<file path="src/osfc_pkg.sv">
// Shared constants and types for the octal switch serial frame block
package osfc_pkg;

  localparam int unsigned CH_COUNT     = 8;
  localparam int unsigned SHORT_BITS   = 8;
  localparam int unsigned LONG_BITS    = 16;
  localparam int unsigned CHECK_BITS   = 8;
  localparam int unsigned SHIFT_WIDTH  = 24;
  localparam int unsigned COUNT_WIDTH  = 5;
  localparam int unsigned CRC_WIDTH    = 7;
  localparam int unsigned CRC_IN_WIDTH = 17;
  localparam int unsigned LINK_SYNC_W  = 9;
  localparam int unsigned STAT_SYNC_W  = 33;

  localparam logic [6:0] CRC_INIT      = 7'h7f;
  localparam logic [6:0] CRC_POLY      = 7'h37;
  localparam logic [7:0] CFG_RESET     = 8'h00;
  localparam logic [7:0] SETTING_RESET = 8'h00;
  localparam logic [4:0] LEN_SHORT     = 5'h08;
  localparam logic [4:0] LEN_LONG      = 5'h10;
  localparam logic [4:0] LEN_CHECK     = 5'h08;
  localparam logic [4:0] COUNT_MAX     = 5'h1f;

  typedef enum logic [1:0] {
    FR_SET8,
    FR_CFG8,
    FR_SETCFG16,
    FR_CFG16
  } osfc_frame_type;

endpackage

</file>
<file path="src/osfc_sync.sv">
// Three-stage input synchroniser; a change passes once stages two and three agree
module osfc_sync #(
  parameter int unsigned W = 1
) (
  input  wire logic         i_core_clk, // Core clock
  input  wire logic         i_rst_n,    // Asynchronous reset, active low
  input  wire logic         i_clk_en,   // Freezes all state while low
  input  wire logic [W-1:0] i_async,    // Inputs from outside the clock domain
  output logic      [W-1:0] o_level     // Filtered levels
);

  typedef struct packed {
    logic [W-1:0] ff1;
    logic [W-1:0] ff2;
    logic [W-1:0] ff3;
    logic [W-1:0] held;
  } osfc_sync_type;

  osfc_sync_type state;
  osfc_sync_type next_state;

  // Stage one is read only by stage two
  for (genvar b = 0; b < W; b++) begin : g_bit
    assign o_level[b] = (state.ff2[b] == state.ff3[b]) ? state.ff3[b] : state.held[b];
  end

  always_comb begin
    next_state      = state;
    next_state.ff1  = i_async;
    next_state.ff2  = state.ff1;
    next_state.ff3  = state.ff2;
    next_state.held = o_level;
  end

  always_ff @(posedge i_core_clk or negedge i_rst_n) begin
    if (!i_rst_n) begin
      state <= '0;
    end else if (i_clk_en) begin
      state <= next_state;
    end
  end

endmodule

</file>
<file path="src/osfc_crc7.sv">
// Seven-bit frame check over 9 or 17 bits, first bit at the top
module osfc_crc7 (
  input  wire logic [16:0] i_bits, // Bits right-justified, oldest bit first
  input  wire logic        i_long, // High for 17 bits, low for 9
  output logic      [6:0]  o_crc   // Resulting check bits
);

  always_comb begin
    logic [6:0] acc;
    logic       fb;
    acc = osfc_pkg::CRC_INIT;
    fb  = 1'b0;
    for (int i = osfc_pkg::CRC_IN_WIDTH - 1; i >= 0; i--) begin
      if (i_long || (i <= osfc_pkg::SHORT_BITS)) begin
        fb  = i_bits[i] ^ acc[6];
        acc = {acc[5:0], 1'b0} ^ (fb ? osfc_pkg::CRC_POLY : 7'h00);
      end
    end
    o_crc = acc;
  end

endmodule

</file>
<file path="src/osfc_core.sv">
// Serial frame control core of the eight-channel output switch
// Contract
// - Serial, short, config frame: 8 bits, mode bits in, fault flags out.
// - Serial, long, no config select: setting byte and mode byte in; faults, levels out.
// - Parallel or long config frame: two config bits per channel; faults, levels out.
// - Setting 0 drives low or off, 1 drives high or on.
// - Short config frame: mode bit 0 high-side, 1 push-pull.
// - Global push-pull force makes every channel push-pull.
// - Long config code 00 hs, 01/11 push-pull, 10 hs with open-load.
// - Open-load only on high-side; global enable covers all high-side channels in serial.
// - Short fault flag: overload/thermal, overtemp, or open load while off.
// - Undervoltage lockout reports all eight short fault flags as one.
// - Level bit one above threshold, zero below, undefined under fault.
// - Long diagnostics pairs: 00 low, 01 high, 10 fault, 11 undervoltage.
// - Check enabled in serial mode: verify inbound byte, append outbound byte.
// - Seven-bit check, polynomial x7+x5+x4+x2+x+1, start value 7f.
// - Check mismatch discards frame and raises the error pin at once.
// - Mismatch sets the error flag in the next frame's outbound check byte.
// - Outbound check covers diagnostics plus the error flag.
// - Data output is released whenever chip select is high.
// - Mode 0: capture at select fall, sample on rise, apply at select rise.
// - Serial, both selects low: 8-bit setting frame returning eight fault flags.
// - Daisy chains work with both frame lengths on one select.
module osfc_core (
  input  wire logic       i_core_clk,             // Core clock, 40 MHz
  input  wire logic       i_rst_n,                // Asynchronous reset, active low
  input  wire logic       i_clk_en,               // Freezes all state while low
  input  wire logic       i_sclk,                 // Serial clock from controller
  input  wire logic       i_cs_n,                 // Chip select, active low
  input  wire logic       i_sdi,                  // Serial data in
  input  wire logic       i_serial_mode_select,   // High selects serial mode
  input  wire logic       i_frame_length_select,  // High selects 16-bit frames
  input  wire logic       i_config_frame_select,  // High selects configuration frames
  input  wire logic       i_global_pushpull_force, // High forces all push-pull
  input  wire logic       i_global_openload_enable, // High enables open-load on all high-side channels in serial mode
  input  wire logic       i_check_enable_pin,     // High enables the check byte in serial mode
  input  wire logic [7:0] i_ch_overload,          // Push-pull overload per channel
  input  wire logic [7:0] i_ch_thermal,           // Thermal shutdown per channel
  input  wire logic [7:0] i_ch_openload,          // Open-load sensed per channel
  input  wire logic [7:0] i_ch_level,             // Output above level threshold
  input  wire logic       i_uvlo,                 // Undervoltage lockout present
  output logic            o_sdo,                  // Serial data out
  output logic            o_sdo_oe_n,             // Low while the data out is driven
  output logic            o_check_error_pin,      // Check error indication
  output logic      [7:0] o_output_setting,       // Per-channel output setting
  output logic      [7:0] o_pushpull_mode,        // Per-channel push-pull mode
  output logic      [7:0] o_openload_active       // Per-channel open-load detect on
);

  typedef struct packed {
    logic [23:0]              shreg;
    logic                     sdo;
    logic [4:0]               count;
    osfc_pkg::osfc_frame_type mode;
    logic                     crc_on;
    logic                     sclk_q;
    logic                     cs_q;
    logic [7:0]               setting;
    logic [7:0]               pp_cfg;
    logic [7:0]               ol_cfg;
    logic                     err_pin;
    logic                     err_flag;
  } osfc_core_type;

  osfc_core_type state;
  osfc_core_type next_state;

  logic [8:0]  link_f;
  logic [32:0] stat_f;
  logic        sclk_f;
  logic        cs_f;
  logic        cs_act;
  logic        sdi_f;
  logic        serial_f;
  logic        long_f;
  logic        cfg_f;
  logic        force_f;
  logic        gol_f;
  logic        crc_f;
  logic [7:0]  ovl_f;
  logic [7:0]  thm_f;
  logic [7:0]  opl_f;
  logic [7:0]  lvl_f;
  logic        uvlo_f;

  osfc_sync #(
    .W (osfc_pkg::LINK_SYNC_W)
  ) u_link_sync (
    .i_core_clk (i_core_clk),
    .i_rst_n    (i_rst_n),
    .i_clk_en   (i_clk_en),
    .i_async    ({i_sclk, ~i_cs_n, i_sdi, i_serial_mode_select, i_frame_length_select,
                  i_config_frame_select, i_global_pushpull_force,
                  i_global_openload_enable, i_check_enable_pin}),
    .o_level    (link_f)
  );

  osfc_sync #(
    .W (osfc_pkg::STAT_SYNC_W)
  ) u_stat_sync (
    .i_core_clk (i_core_clk),
    .i_rst_n    (i_rst_n),
    .i_clk_en   (i_clk_en),
    .i_async    ({i_ch_overload, i_ch_thermal, i_ch_openload, i_ch_level, i_uvlo}),
    .o_level    (stat_f)
  );

  assign {sclk_f, cs_act, sdi_f, serial_f, long_f, cfg_f, force_f, gol_f, crc_f} = link_f;
  // Select enters inverted so the cleared synchroniser reads as deselected,
  // otherwise a false select fall would follow every reset
  assign cs_f = !cs_act;
  assign {ovl_f, thm_f, opl_f, lvl_f, uvlo_f} = stat_f;

  // Effective channel modes from stored configuration and global pins
  logic [7:0] pp_eff;
  logic [7:0] ol_eff;
  logic [7:0] diag8;
  logic [15:0] diag16;

  always_comb begin
    pp_eff = state.pp_cfg | {osfc_pkg::CH_COUNT{force_f}};
    // Global enable only counts in serial mode
    ol_eff = ~pp_eff & (state.ol_cfg | {osfc_pkg::CH_COUNT{serial_f & gol_f}});
    for (int c = 0; c < osfc_pkg::CH_COUNT; c++) begin
      if (uvlo_f) begin
        diag8[c] = 1'b1;
      end else if (pp_eff[c]) begin
        diag8[c] = ovl_f[c] | thm_f[c];
      end else begin
        // Open load only counts while the high-side switch is off
        diag8[c] = thm_f[c] | (ol_eff[c] & opl_f[c] & ~state.setting[c]);
      end
      // Pairs go out with the highest channel first
      if (uvlo_f) begin
        diag16[2*c+1 -: 2] = 2'b11;
      end else if (diag8[c]) begin
        diag16[2*c+1 -: 2] = 2'b10;
      end else begin
        diag16[2*c+1 -: 2] = {1'b0, lvl_f[c]};
      end
    end
  end

  // Frame selection as seen at the chip select falling edge
  osfc_pkg::osfc_frame_type cap_mode;
  logic                     cap_long;
  logic                     cap_crc;

  always_comb begin
    cap_crc = serial_f & crc_f;
    if (!serial_f) begin
      cap_mode = osfc_pkg::FR_CFG16;
    end else if (long_f && cfg_f) begin
      cap_mode = osfc_pkg::FR_CFG16;
    end else if (long_f) begin
      cap_mode = osfc_pkg::FR_SETCFG16;
    end else if (cfg_f) begin
      cap_mode = osfc_pkg::FR_CFG8;
    end else begin
      cap_mode = osfc_pkg::FR_SET8;
    end
    cap_long = (cap_mode == osfc_pkg::FR_SETCFG16) || (cap_mode == osfc_pkg::FR_CFG16);
  end

  // Outbound check over the diagnostics followed by the error flag
  logic [16:0] tx_crc_in;
  logic [6:0]  tx_crc;

  assign tx_crc_in = cap_long ? {diag16, state.err_flag}
                              : {8'h00, diag8, state.err_flag};

  osfc_crc7 u_tx_crc (
    .i_bits (tx_crc_in),
    .i_long (cap_long),
    .o_crc  (tx_crc)
  );

  // Inbound check over the data followed by the leading one of the check byte
  logic        cur_long;
  logic [16:0] rx_crc_in;
  logic [6:0]  rx_crc;
  logic [15:0] rx_data;
  logic        rx_ok;

  assign cur_long  = (state.mode == osfc_pkg::FR_SETCFG16) || (state.mode == osfc_pkg::FR_CFG16);
  assign rx_crc_in = cur_long ? {state.shreg[23:8], 1'b1}
                              : {8'h00, state.shreg[15:8], 1'b1};
  assign rx_data   = state.crc_on ? state.shreg[23:8] : state.shreg[15:0];

  osfc_crc7 u_rx_crc (
    .i_bits (rx_crc_in),
    .i_long (cur_long),
    .o_crc  (rx_crc)
  );

  assign rx_ok = state.shreg[7] && (rx_crc == state.shreg[6:0]);

  // Frame length in bits for the latched and the capture-time selection
  logic [4:0] cur_len;
  logic [4:0] cap_len;
  logic [23:0] cap_word;

  always_comb begin
    cur_len = (cur_long ? osfc_pkg::LEN_LONG : osfc_pkg::LEN_SHORT)
            + (state.crc_on ? osfc_pkg::LEN_CHECK : 5'h00);
    cap_len = (cap_long ? osfc_pkg::LEN_LONG : osfc_pkg::LEN_SHORT)
            + (cap_crc ? osfc_pkg::LEN_CHECK : 5'h00);
    // Frame sits in the low bits so that the top of it leaves first
    case ({cap_long, cap_crc})
      2'b00:   cap_word = {16'h0000, diag8};
      2'b01:   cap_word = {8'h00, diag8, state.err_flag, tx_crc};
      2'b10:   cap_word = {8'h00, diag16};
      2'b11:   cap_word = {diag16, state.err_flag, tx_crc};
      default: cap_word = 24'h000000;
    endcase
  end

  logic cs_fall;
  logic cs_rise;
  logic sclk_rise;

  assign cs_fall   = state.cs_q && !cs_f;
  assign cs_rise   = !state.cs_q && cs_f;
  assign sclk_rise = !state.sclk_q && sclk_f && !cs_f;

  always_comb begin
    logic [23:0] shifted;
    shifted           = {state.shreg[22:0], sdi_f};
    next_state        = state;
    next_state.sclk_q = sclk_f;
    next_state.cs_q   = cs_f;
    if (cs_fall) begin
      next_state.shreg  = cap_word;
      next_state.mode   = cap_mode;
      next_state.crc_on = cap_crc;
      next_state.count  = 5'h00;
      next_state.sdo    = cap_word[cap_len - 5'h01];
    end else if (sclk_rise) begin
      // Bits beyond our own length pass on to the next device in the chain
      next_state.shreg = shifted;
      // Next bit is put out one core cycle after the synchronised rise, held past the next rise
      next_state.sdo   = shifted[cur_len - 5'h01];
      if (state.count != osfc_pkg::COUNT_MAX) begin
        next_state.count = state.count + 5'h01;
      end
    end
    // Short frames are ignored: a partial frame must not disturb the outputs
    if (cs_rise && (state.count >= cur_len)) begin
      if (state.crc_on && !rx_ok) begin
        next_state.err_pin  = 1'b1;
        next_state.err_flag = 1'b1;
      end else begin
        if (state.crc_on) begin
          next_state.err_pin = 1'b0;
        end
        next_state.err_flag = 1'b0;
        case (state.mode)
          osfc_pkg::FR_SET8: begin
            next_state.setting = rx_data[7:0];
          end
          osfc_pkg::FR_CFG8: begin
            next_state.pp_cfg = rx_data[7:0];
          end
          osfc_pkg::FR_SETCFG16: begin
            next_state.setting = rx_data[15:8];
            next_state.pp_cfg  = rx_data[7:0];
          end
          osfc_pkg::FR_CFG16: begin
            for (int c = 0; c < osfc_pkg::CH_COUNT; c++) begin
              next_state.ol_cfg[c] = rx_data[2*c+1];
              next_state.pp_cfg[c] = rx_data[2*c];
            end
          end
          default: begin
            next_state.setting = state.setting;
          end
        endcase
      end
    end
  end

  always_ff @(posedge i_core_clk or negedge i_rst_n) begin
    if (!i_rst_n) begin
      state         <= '0;
      state.mode    <= osfc_pkg::FR_SET8;
      state.sclk_q  <= 1'b0;
      state.cs_q    <= 1'b1;
      state.setting <= osfc_pkg::SETTING_RESET;
      state.pp_cfg  <= osfc_pkg::CFG_RESET;
      state.ol_cfg  <= osfc_pkg::CFG_RESET;
    end else if (i_clk_en) begin
      state <= next_state;
    end
  end

  assign o_sdo             = state.sdo;
  assign o_sdo_oe_n        = state.cs_q;
  assign o_check_error_pin = state.err_pin;
  assign o_output_setting  = state.setting;
  assign o_pushpull_mode   = pp_eff;
  assign o_openload_active = ol_eff;

endmodule

</file>
<file path="config.mk">
export PLATFORM = sky130hd
export DESIGN_NAME = osfc_core
export DESIGN_NICKNAME = d
export VERILOG_FILES = /design/src/osfc_pkg.sv /design/src/osfc_sync.sv /design/src/osfc_crc7.sv /design/src/osfc_core.sv
export SDC_FILE = /design/constraint.sdc
export NUM_CORES = 1
export LEC_CHECK = 0
export BUFFER_PORTS_ARGS = -buffer_cell sky130_fd_sc_hd__buf_2
export CORE_ASPECT_RATIO = 0.75
export CORE_MARGIN = 5
export CORE_UTILIZATION = 46
export DETAILED_ROUTE_END_ITERATION = 7
export PLACE_DENSITY = 0.62
export REMOVE_ABC_BUFFERS = 1
export SLEW_MARGIN = 20
export SYNTH_ARGS = -nofsm -noshare
export SYNTH_HDL_FRONTEND = slang
export SYNTH_SLANG_ARGS = --single-unit
export TNS_END_PERCENT = 1
</file>
<file path="constraint.sdc">
create_clock -name i_core_clk -period 5.2 [get_ports i_core_clk]
set_clock_uncertainty 0.15 [all_clocks]
set_input_delay 1.04 -clock i_core_clk [delete_from_list [all_inputs] [get_ports i_core_clk]]
set_output_delay 1.04 -clock i_core_clk [all_outputs]
set_load 0.005 [all_outputs]
</file>
==> results of run 1 <==
## worst register-to-register path, delay by kind of cell (launching register included)
family          cells  cell delay, ps
compound gates      3             650
xor+xnor            3            1270
flops               1             540
mux                 1             410
simple gates        5            1390
## path summary, 6_finish.rpt
check                             startpoint                    endpoint  slack (ps)  cells past startpoint
min reg2reg                o_check_error_pin           o_check_error_pin         340                      1
min in group asynchronous            i_rst_n  u_link_sync.next_state[24]         450                      1
max reg2reg                        state[57]         o_output_setting[0]         670                     12
min                        o_check_error_pin           o_check_error_pin         340                      1
max in group asynchronous            i_rst_n       u_stat_sync.state[30]        3490                      2
max                                state[57]         o_output_setting[0]         670                     12
## Yosys cell counts (all sizes together) (8+ instances only)
library cell and instances:
clkbuf 63, buf 19, o21ai 74, a31oi 19, a21oi 114, and3 18, or2 10, nand3 13
xor2 19, ha 12, nand2b 45, o211ai 11, dfrtp 227, xnor2 44, nor3 19, mux2 161
nand2 114, xnor3 18, a21o 22, inv 12, nor2 91, a22oi 8, maj3 18
## cell type report
type                    count  share of cell area
clock buffers              34              0.0482
clock inverters             8              0.0116
inverters                  13             0.00336
multi-input cells         922               0.475
flip-flops and latches    228               0.393
well taps                 385              0.0332
repair buffers             86              0.0353
## cells by family after synthesis
| logic type | count (synthesis) |
|---|---|
| AOI/OAI and AO/OA | 307 |
| xor gates and xnor gates | 82 |
| adders and majority gates | 30 |
| buffers and inverters | 95 |
| DFF | 228 |
| muxes | 174 |
| and+or+nand+nor | 329 |
## stage by stage
step	area, um^2	total power (W)
3_3_place_gp	13600	0.00830
6_report	14500	0.0103
4_1_cts	14500	0.0103
5_1_grt	14500	0.0111
3_5_place_dp	13600	0.00836
2_1_floorplan	12600	0.00704
## flip-flops by register name (all words and copies together), names as in the netlist
signal / count
o_check_error_pin: 1
o_output_setting: 8
o_sdo: 1
o_sdo_oe_n: 1
state: 50
u_link_sync.next_state: 18
u_link_sync.state: 17
u_stat_sync.next_state: 66
u_stat_sync.state: 66
## per-layer routing
metal | share of wire | routed length [um]
met3 | 0.074 | 2230
met5 | 0 | 0
met1 | 0.49 | 14600
met2 | 0.42 | 12600
met4 | 0.021 | 629
## power groups by stage
stage          registers [W]  logic [W]  clock network [W]
2_1_floorplan        0.00259    0.00445                  0
3_3_place_gp         0.00278    0.00552                  0
3_5_place_dp         0.00279    0.00557                  0
4_1_cts              0.00276    0.00561            0.00194
5_1_grt              0.00284    0.00620            0.00201
6_report             0.00278    0.00564            0.00189
==> results.cfg, run 1 <==
[status]
outcome = complete, no violations

[sta]
finalCritPeriodShare = 0.872
grt_setup_unrepaired = no
max_slew_margin = 0.292
slew_violations = 0
setup_tns_ps = 0
holdWs_ps = 337
hold_viol = 0
worst_slack_ps = 665
fin_crit_ps = 4530
worstMarginPinSlew_ps = 1060
setup_viol = 0
fmax_mhz = 221

[global_routing]
grt.total_usage = 0.188
gr-usage-met3 = 0.0486
antenna_found_initial = 0
grt_max_degree = 150
grt_overflow = 0
grt_pass1_vias = 8844
grt_pass1_wl_um = 48700
grt_use_met1 = 0.288
grt.busiest_layer = met1
grt.met2_usage = 0.269

[final_layout]
register_area_um2 = 5710
final_common_cell = dfrtp_1
fin_util = 0.520
most-common-layout-cells = dfrtp_1 (227), mux2_2 (158), nand2_1 (114), a21oi_1 (114), nor2_1 (91)
multiInputGateArea_um2 = 6890
area_growth_pct = 11.7
nNetsFinal = 1333
drive_gt1_frac = 0.248
fillers = 2492
antenna_cells = 0
finalNonFillerCells = 1676

[setup_path]
cp.required_ps = 5450
startpoint_type = flop
crit_type = reg -> reg
worstPathCellList = xnor3_1 -> nor2_1 -> xnor3_1 -> nor2_1 -> xnor3_1 -> nor2_1 -> nand3_1 -> a211oi_1 -> o211ai_1 -> a21oi_1 -> nor2b_1 -> mux2_2
cp.buffers_inverters = 0
cp_slowest_cell = nor2b_1
worst_path_dominant_cell_family = simple AND/OR/NAND/NOR gates
worstPathMaxFanout = 9
worstSetupEndpointType = flop
cp_data_arrival_time_ps = 4790
max_stage_delay_ps = 630

[floorplan]
boundaryPins = 72
initial_utilization = 0.465
rows = 53
dieWidth_um = 204
dieArea_um2 = 31700
core-area_um2 = 27900
die_y_um = 156

[cts]
hold_buffers = 0
insertion_delay_ps = 530
cts_buffers = 25
cts.clk_slew.worst_paths_ps = 60
cts_max_level = 1
clock-root-buffer = clkbuf_16
cts.sinks = 228
cts_setup_buffers = 0
cts_tree = built
cts_resized = 0
clockBufferDepth = 3

[logic_synthesis]
synth-simple-area-share = 0.117
synth_top_area_share = 0.437
syn-cell-area_um2 = 13000
synth_top_family_by_area = multiplexers
yosys.area.top_type = dfrtp_1
synth_seq_cells = 228
synth_compound_area_frac = 0.153
ys_top_cells_by_area = dfrtp_1 (44%), mux2_2 (14%), a21oi_1 (4.4%)
ys_warn_count = 0
syn_inst = 1245
synth-seq-area-share = 0.439
synth-adder-area-share = 0.0255
yosys-mux-area-fraction = 0.156
synth_edf_count = 0
async_flop_share = 1.00
synth_area_per_cell_um2 = 10.4
synth_xor_area_frac = 0.0777
yosysUniqueCellTypes = 75
synthFlopType = dfrtp_1

[drt]
detail-route-antenna-nets = 0
totalWireLength_um = 30000
wl_per_cell_um = 17.9
vias = 9366
route.detailed.drc = 0
first_pass_iters = 6
initialDrtViolationCount = 783
viasPerCell = 5.59

[power]
sequentialPowerShare = 0.270
p_clk_frac = 0.183
cellLeakagePower_nw = 6.30
powerDensity_nw_per_um2 = 710
p_int_w = 0.00617
irDropWorstVdd_v = 0.000578
net-switching-power_w = 0.00414
swShare = 0.402
p_comb_frac = 0.547

[place]
place_ws_ps = 707
port_buffers = 71
placed_cells = 1634
gp_congestion = 0.875
dp_hpwl_um = 21200

[min_path]
min_path_type = reg -> reg

[flow_run]
drv_cap = 0
Note: power is estimated with default switching activity, not from simulation.
==> inputs of run 2 (changes only) <==
--- a/config.mk
+++ b/config.mk
@@ -10,4 +10,5 @@
 export CORE_MARGIN = 5
 export CORE_UTILIZATION = 46
+export CTS_CLUSTER_DIAMETER = 200
 export DETAILED_ROUTE_END_ITERATION = 7
 export PLACE_DENSITY = 0.62
==> constraint.sdc (replaced) <==
create_clock -name i_core_clk -period 5.2 [get_ports i_core_clk]
set_clock_uncertainty 0.15 [all_clocks]
set_input_delay 1.3 -clock i_core_clk [delete_from_list [all_inputs] [get_ports i_core_clk]]
set_output_delay 1.3 -clock i_core_clk [all_outputs]
set_load 0.005 [all_outputs]
==> results.cfg, run 2 (synthesized netlist as in run 1, its figures left out) <==
[min_path]
min_path_cells = 1
min_path_type = reg -> reg
min_from = state[5]
hold_end = state[5]

[cts]
cts_max_level = 1
cts_buffers = 25
cts_setup_buffers = 0
clock-root-buffer = clkbuf_16
cts_tree = built
hold_buffers = 0
insertion_delay_ps = 540
clockBufferDepth = 3
cts.clk_slew.worst_paths_ps = 70
cts.sinks = 228
cts_resized = 0

[setup_path]
rr_endpoint = state[7]
cp.required_ps = 5470
r2r_cells = 12
worstSetupEndpointType = flop
crit_type = reg -> reg
startpoint_type = flop
crit-reg2reg-launch = state[57]
cp_data_arrival_time_ps = 4700
r2r_setup_slack_ps = 770
worstPathMaxFanout = 9

[place]
port_buffers = 71
post_dp_cell_area_um2 = 13700
dp_hpwl_um = 21500
gp_congestion = 0.873

[floorplan]
dieWidth_um = 204
dieArea_um2 = 31700
die_y_um = 156
core-area_um2 = 27900
rows = 53
boundaryPins = 72
initial_utilization = 0.465

[global_routing]
antenna_found_initial = 0
grt_pass1_vias = 9099
grt.total_usage = 0.195
grt_pass1_wl_um = 50400
grt_overflow = 0
grt_max_degree = 100

[drt]
vias = 9520
first_pass_iters = 5
viasPerCell = 5.65
initialDrtViolationCount = 796
totalWireLength_um = 30900
detail-route-antenna-nets = 0
wl_per_cell_um = 18.3
route.detailed.drc = 0

[power]
swShare = 0.409
net-switching-power_w = 0.00422
p_int_w = 0.00610
p_clk_frac = 0.179
p_comb_frac = 0.553
cellLeakagePower_nw = 6.31
irDropWorstVdd_v = 0.000623
sequentialPowerShare = 0.268
powerDensity_nw_per_um2 = 710

[sta]
hold_viol = 0
fmax_mhz = 226
fin_crit_ps = 4430
max_slew_margin = 0.351
worstMarginPinSlew_ps = 974
grt_setup_unrepaired = no
setup_viol = 0
slew_violations = 0
setup_tns_ps = 0
finalCritPeriodShare = 0.852

[final_layout]
most-common-layout-cells = dfrtp_1 (227), mux2_2 (158), a21oi_1 (114)
area_growth_pct = 11.8
nNetsFinal = 1339
fin_area_um2 = 14500
final_common_cell = dfrtp_1
drive_gt1_frac = 0.255
antenna_cells = 0
fillers = 2561

[status]
outcome = complete, no violations

[flow_run]
drv_cap = 0
run 2: layout make-up:
| type | instances | area (um^2) | area share |
|---|---|---|---|
| Clock buffer | 33 | 706 | 0.0486 |
| Inverter | 13 | 48.8 | 0.00336 |
| Tap cell | 385 | 482 | 0.0332 |
| Sequential cell | 228 | 5710 | 0.393 |
| Timing Repair Buffer | 92 | 544 | 0.0375 |
| Multi-Input combinational cell | 922 | 6900 | 0.475 |
| Clock inverter | 11 | 141 | 0.00973 |
run 2: how the worst max path moves through the flow:
| stage | startpoint | end | slack, ps | cells past startpoint |
|---|---|---|---|---|
| after floorplan | u_link_sync.next_state[13] | state[38] | 1010 | 11 |
| after global placement | u_link_sync.next_state[11] | state[41] | 880 | 11 |
| after detailed placement | u_link_sync.next_state[11] | state[41] | 830 | 11 |
| after CTS | u_link_sync.next_state[11] | state[38] | 800 | 12 |
| after global routing | u_link_sync.next_state[11] | state[41] | 550 | 11 |
| final | state[57] | state[7] | 770 | 12 |
run 2: worst max-delay path, cell delays in order, from the launching register on:
cell and delay, ps:
dfrtp_1 550, xnor3_1 510, nor2_1 230, xnor3_1 340, nor2_1 280, xnor3_1 410
nor2_1 140, nand3_1 90, a211oi_1 250, o211ai_1 160, a21oi_1 350, and3_1 460
mux2_2 390
run 2: stage by stage:
step / util / std cells / setup slack, ps / power [W] / hold slack (ps)
after floorplan: - / 1163 / 1010 / 0.00704 / 309
after global placement: 0.490 / 1640 / 881 / 0.00836 / 322
after detailed placement: 0.490 / 1640 / 826 / 0.00843 / 328
after CTS: 0.520 / 1684 / 803 / 0.0103 / 343
after global routing: 0.520 / 1684 / 546 / 0.0110 / 352
final: 0.520 / 1684 / 770 / 0.0103 / 340
run 2: power groups by stage:
stage | Sequential [W] | Combinational [W] | Clock (W)
3_3_place_gp | 0.00277 | 0.00559 | 0
2_1_floorplan | 0.00259 | 0.00445 | 0
3_5_place_dp | 0.00278 | 0.00565 | 0
5_1_grt | 0.00283 | 0.00624 | 0.00197
6_report | 0.00276 | 0.00571 | 0.00184
4_1_cts | 0.00275 | 0.00569 | 0.00189
run 2: metal layers:
layer	part of all wire	vias to the layer above	wire length, um	track usage
met5	0	-	0	0
met1	0.48	4693	14800	0.302
met2	0.43	257	13300	0.282
met4	0.019	0	573	0.0402
li1	-	4531	-	-
met3	0.073	39	2260	0.0447
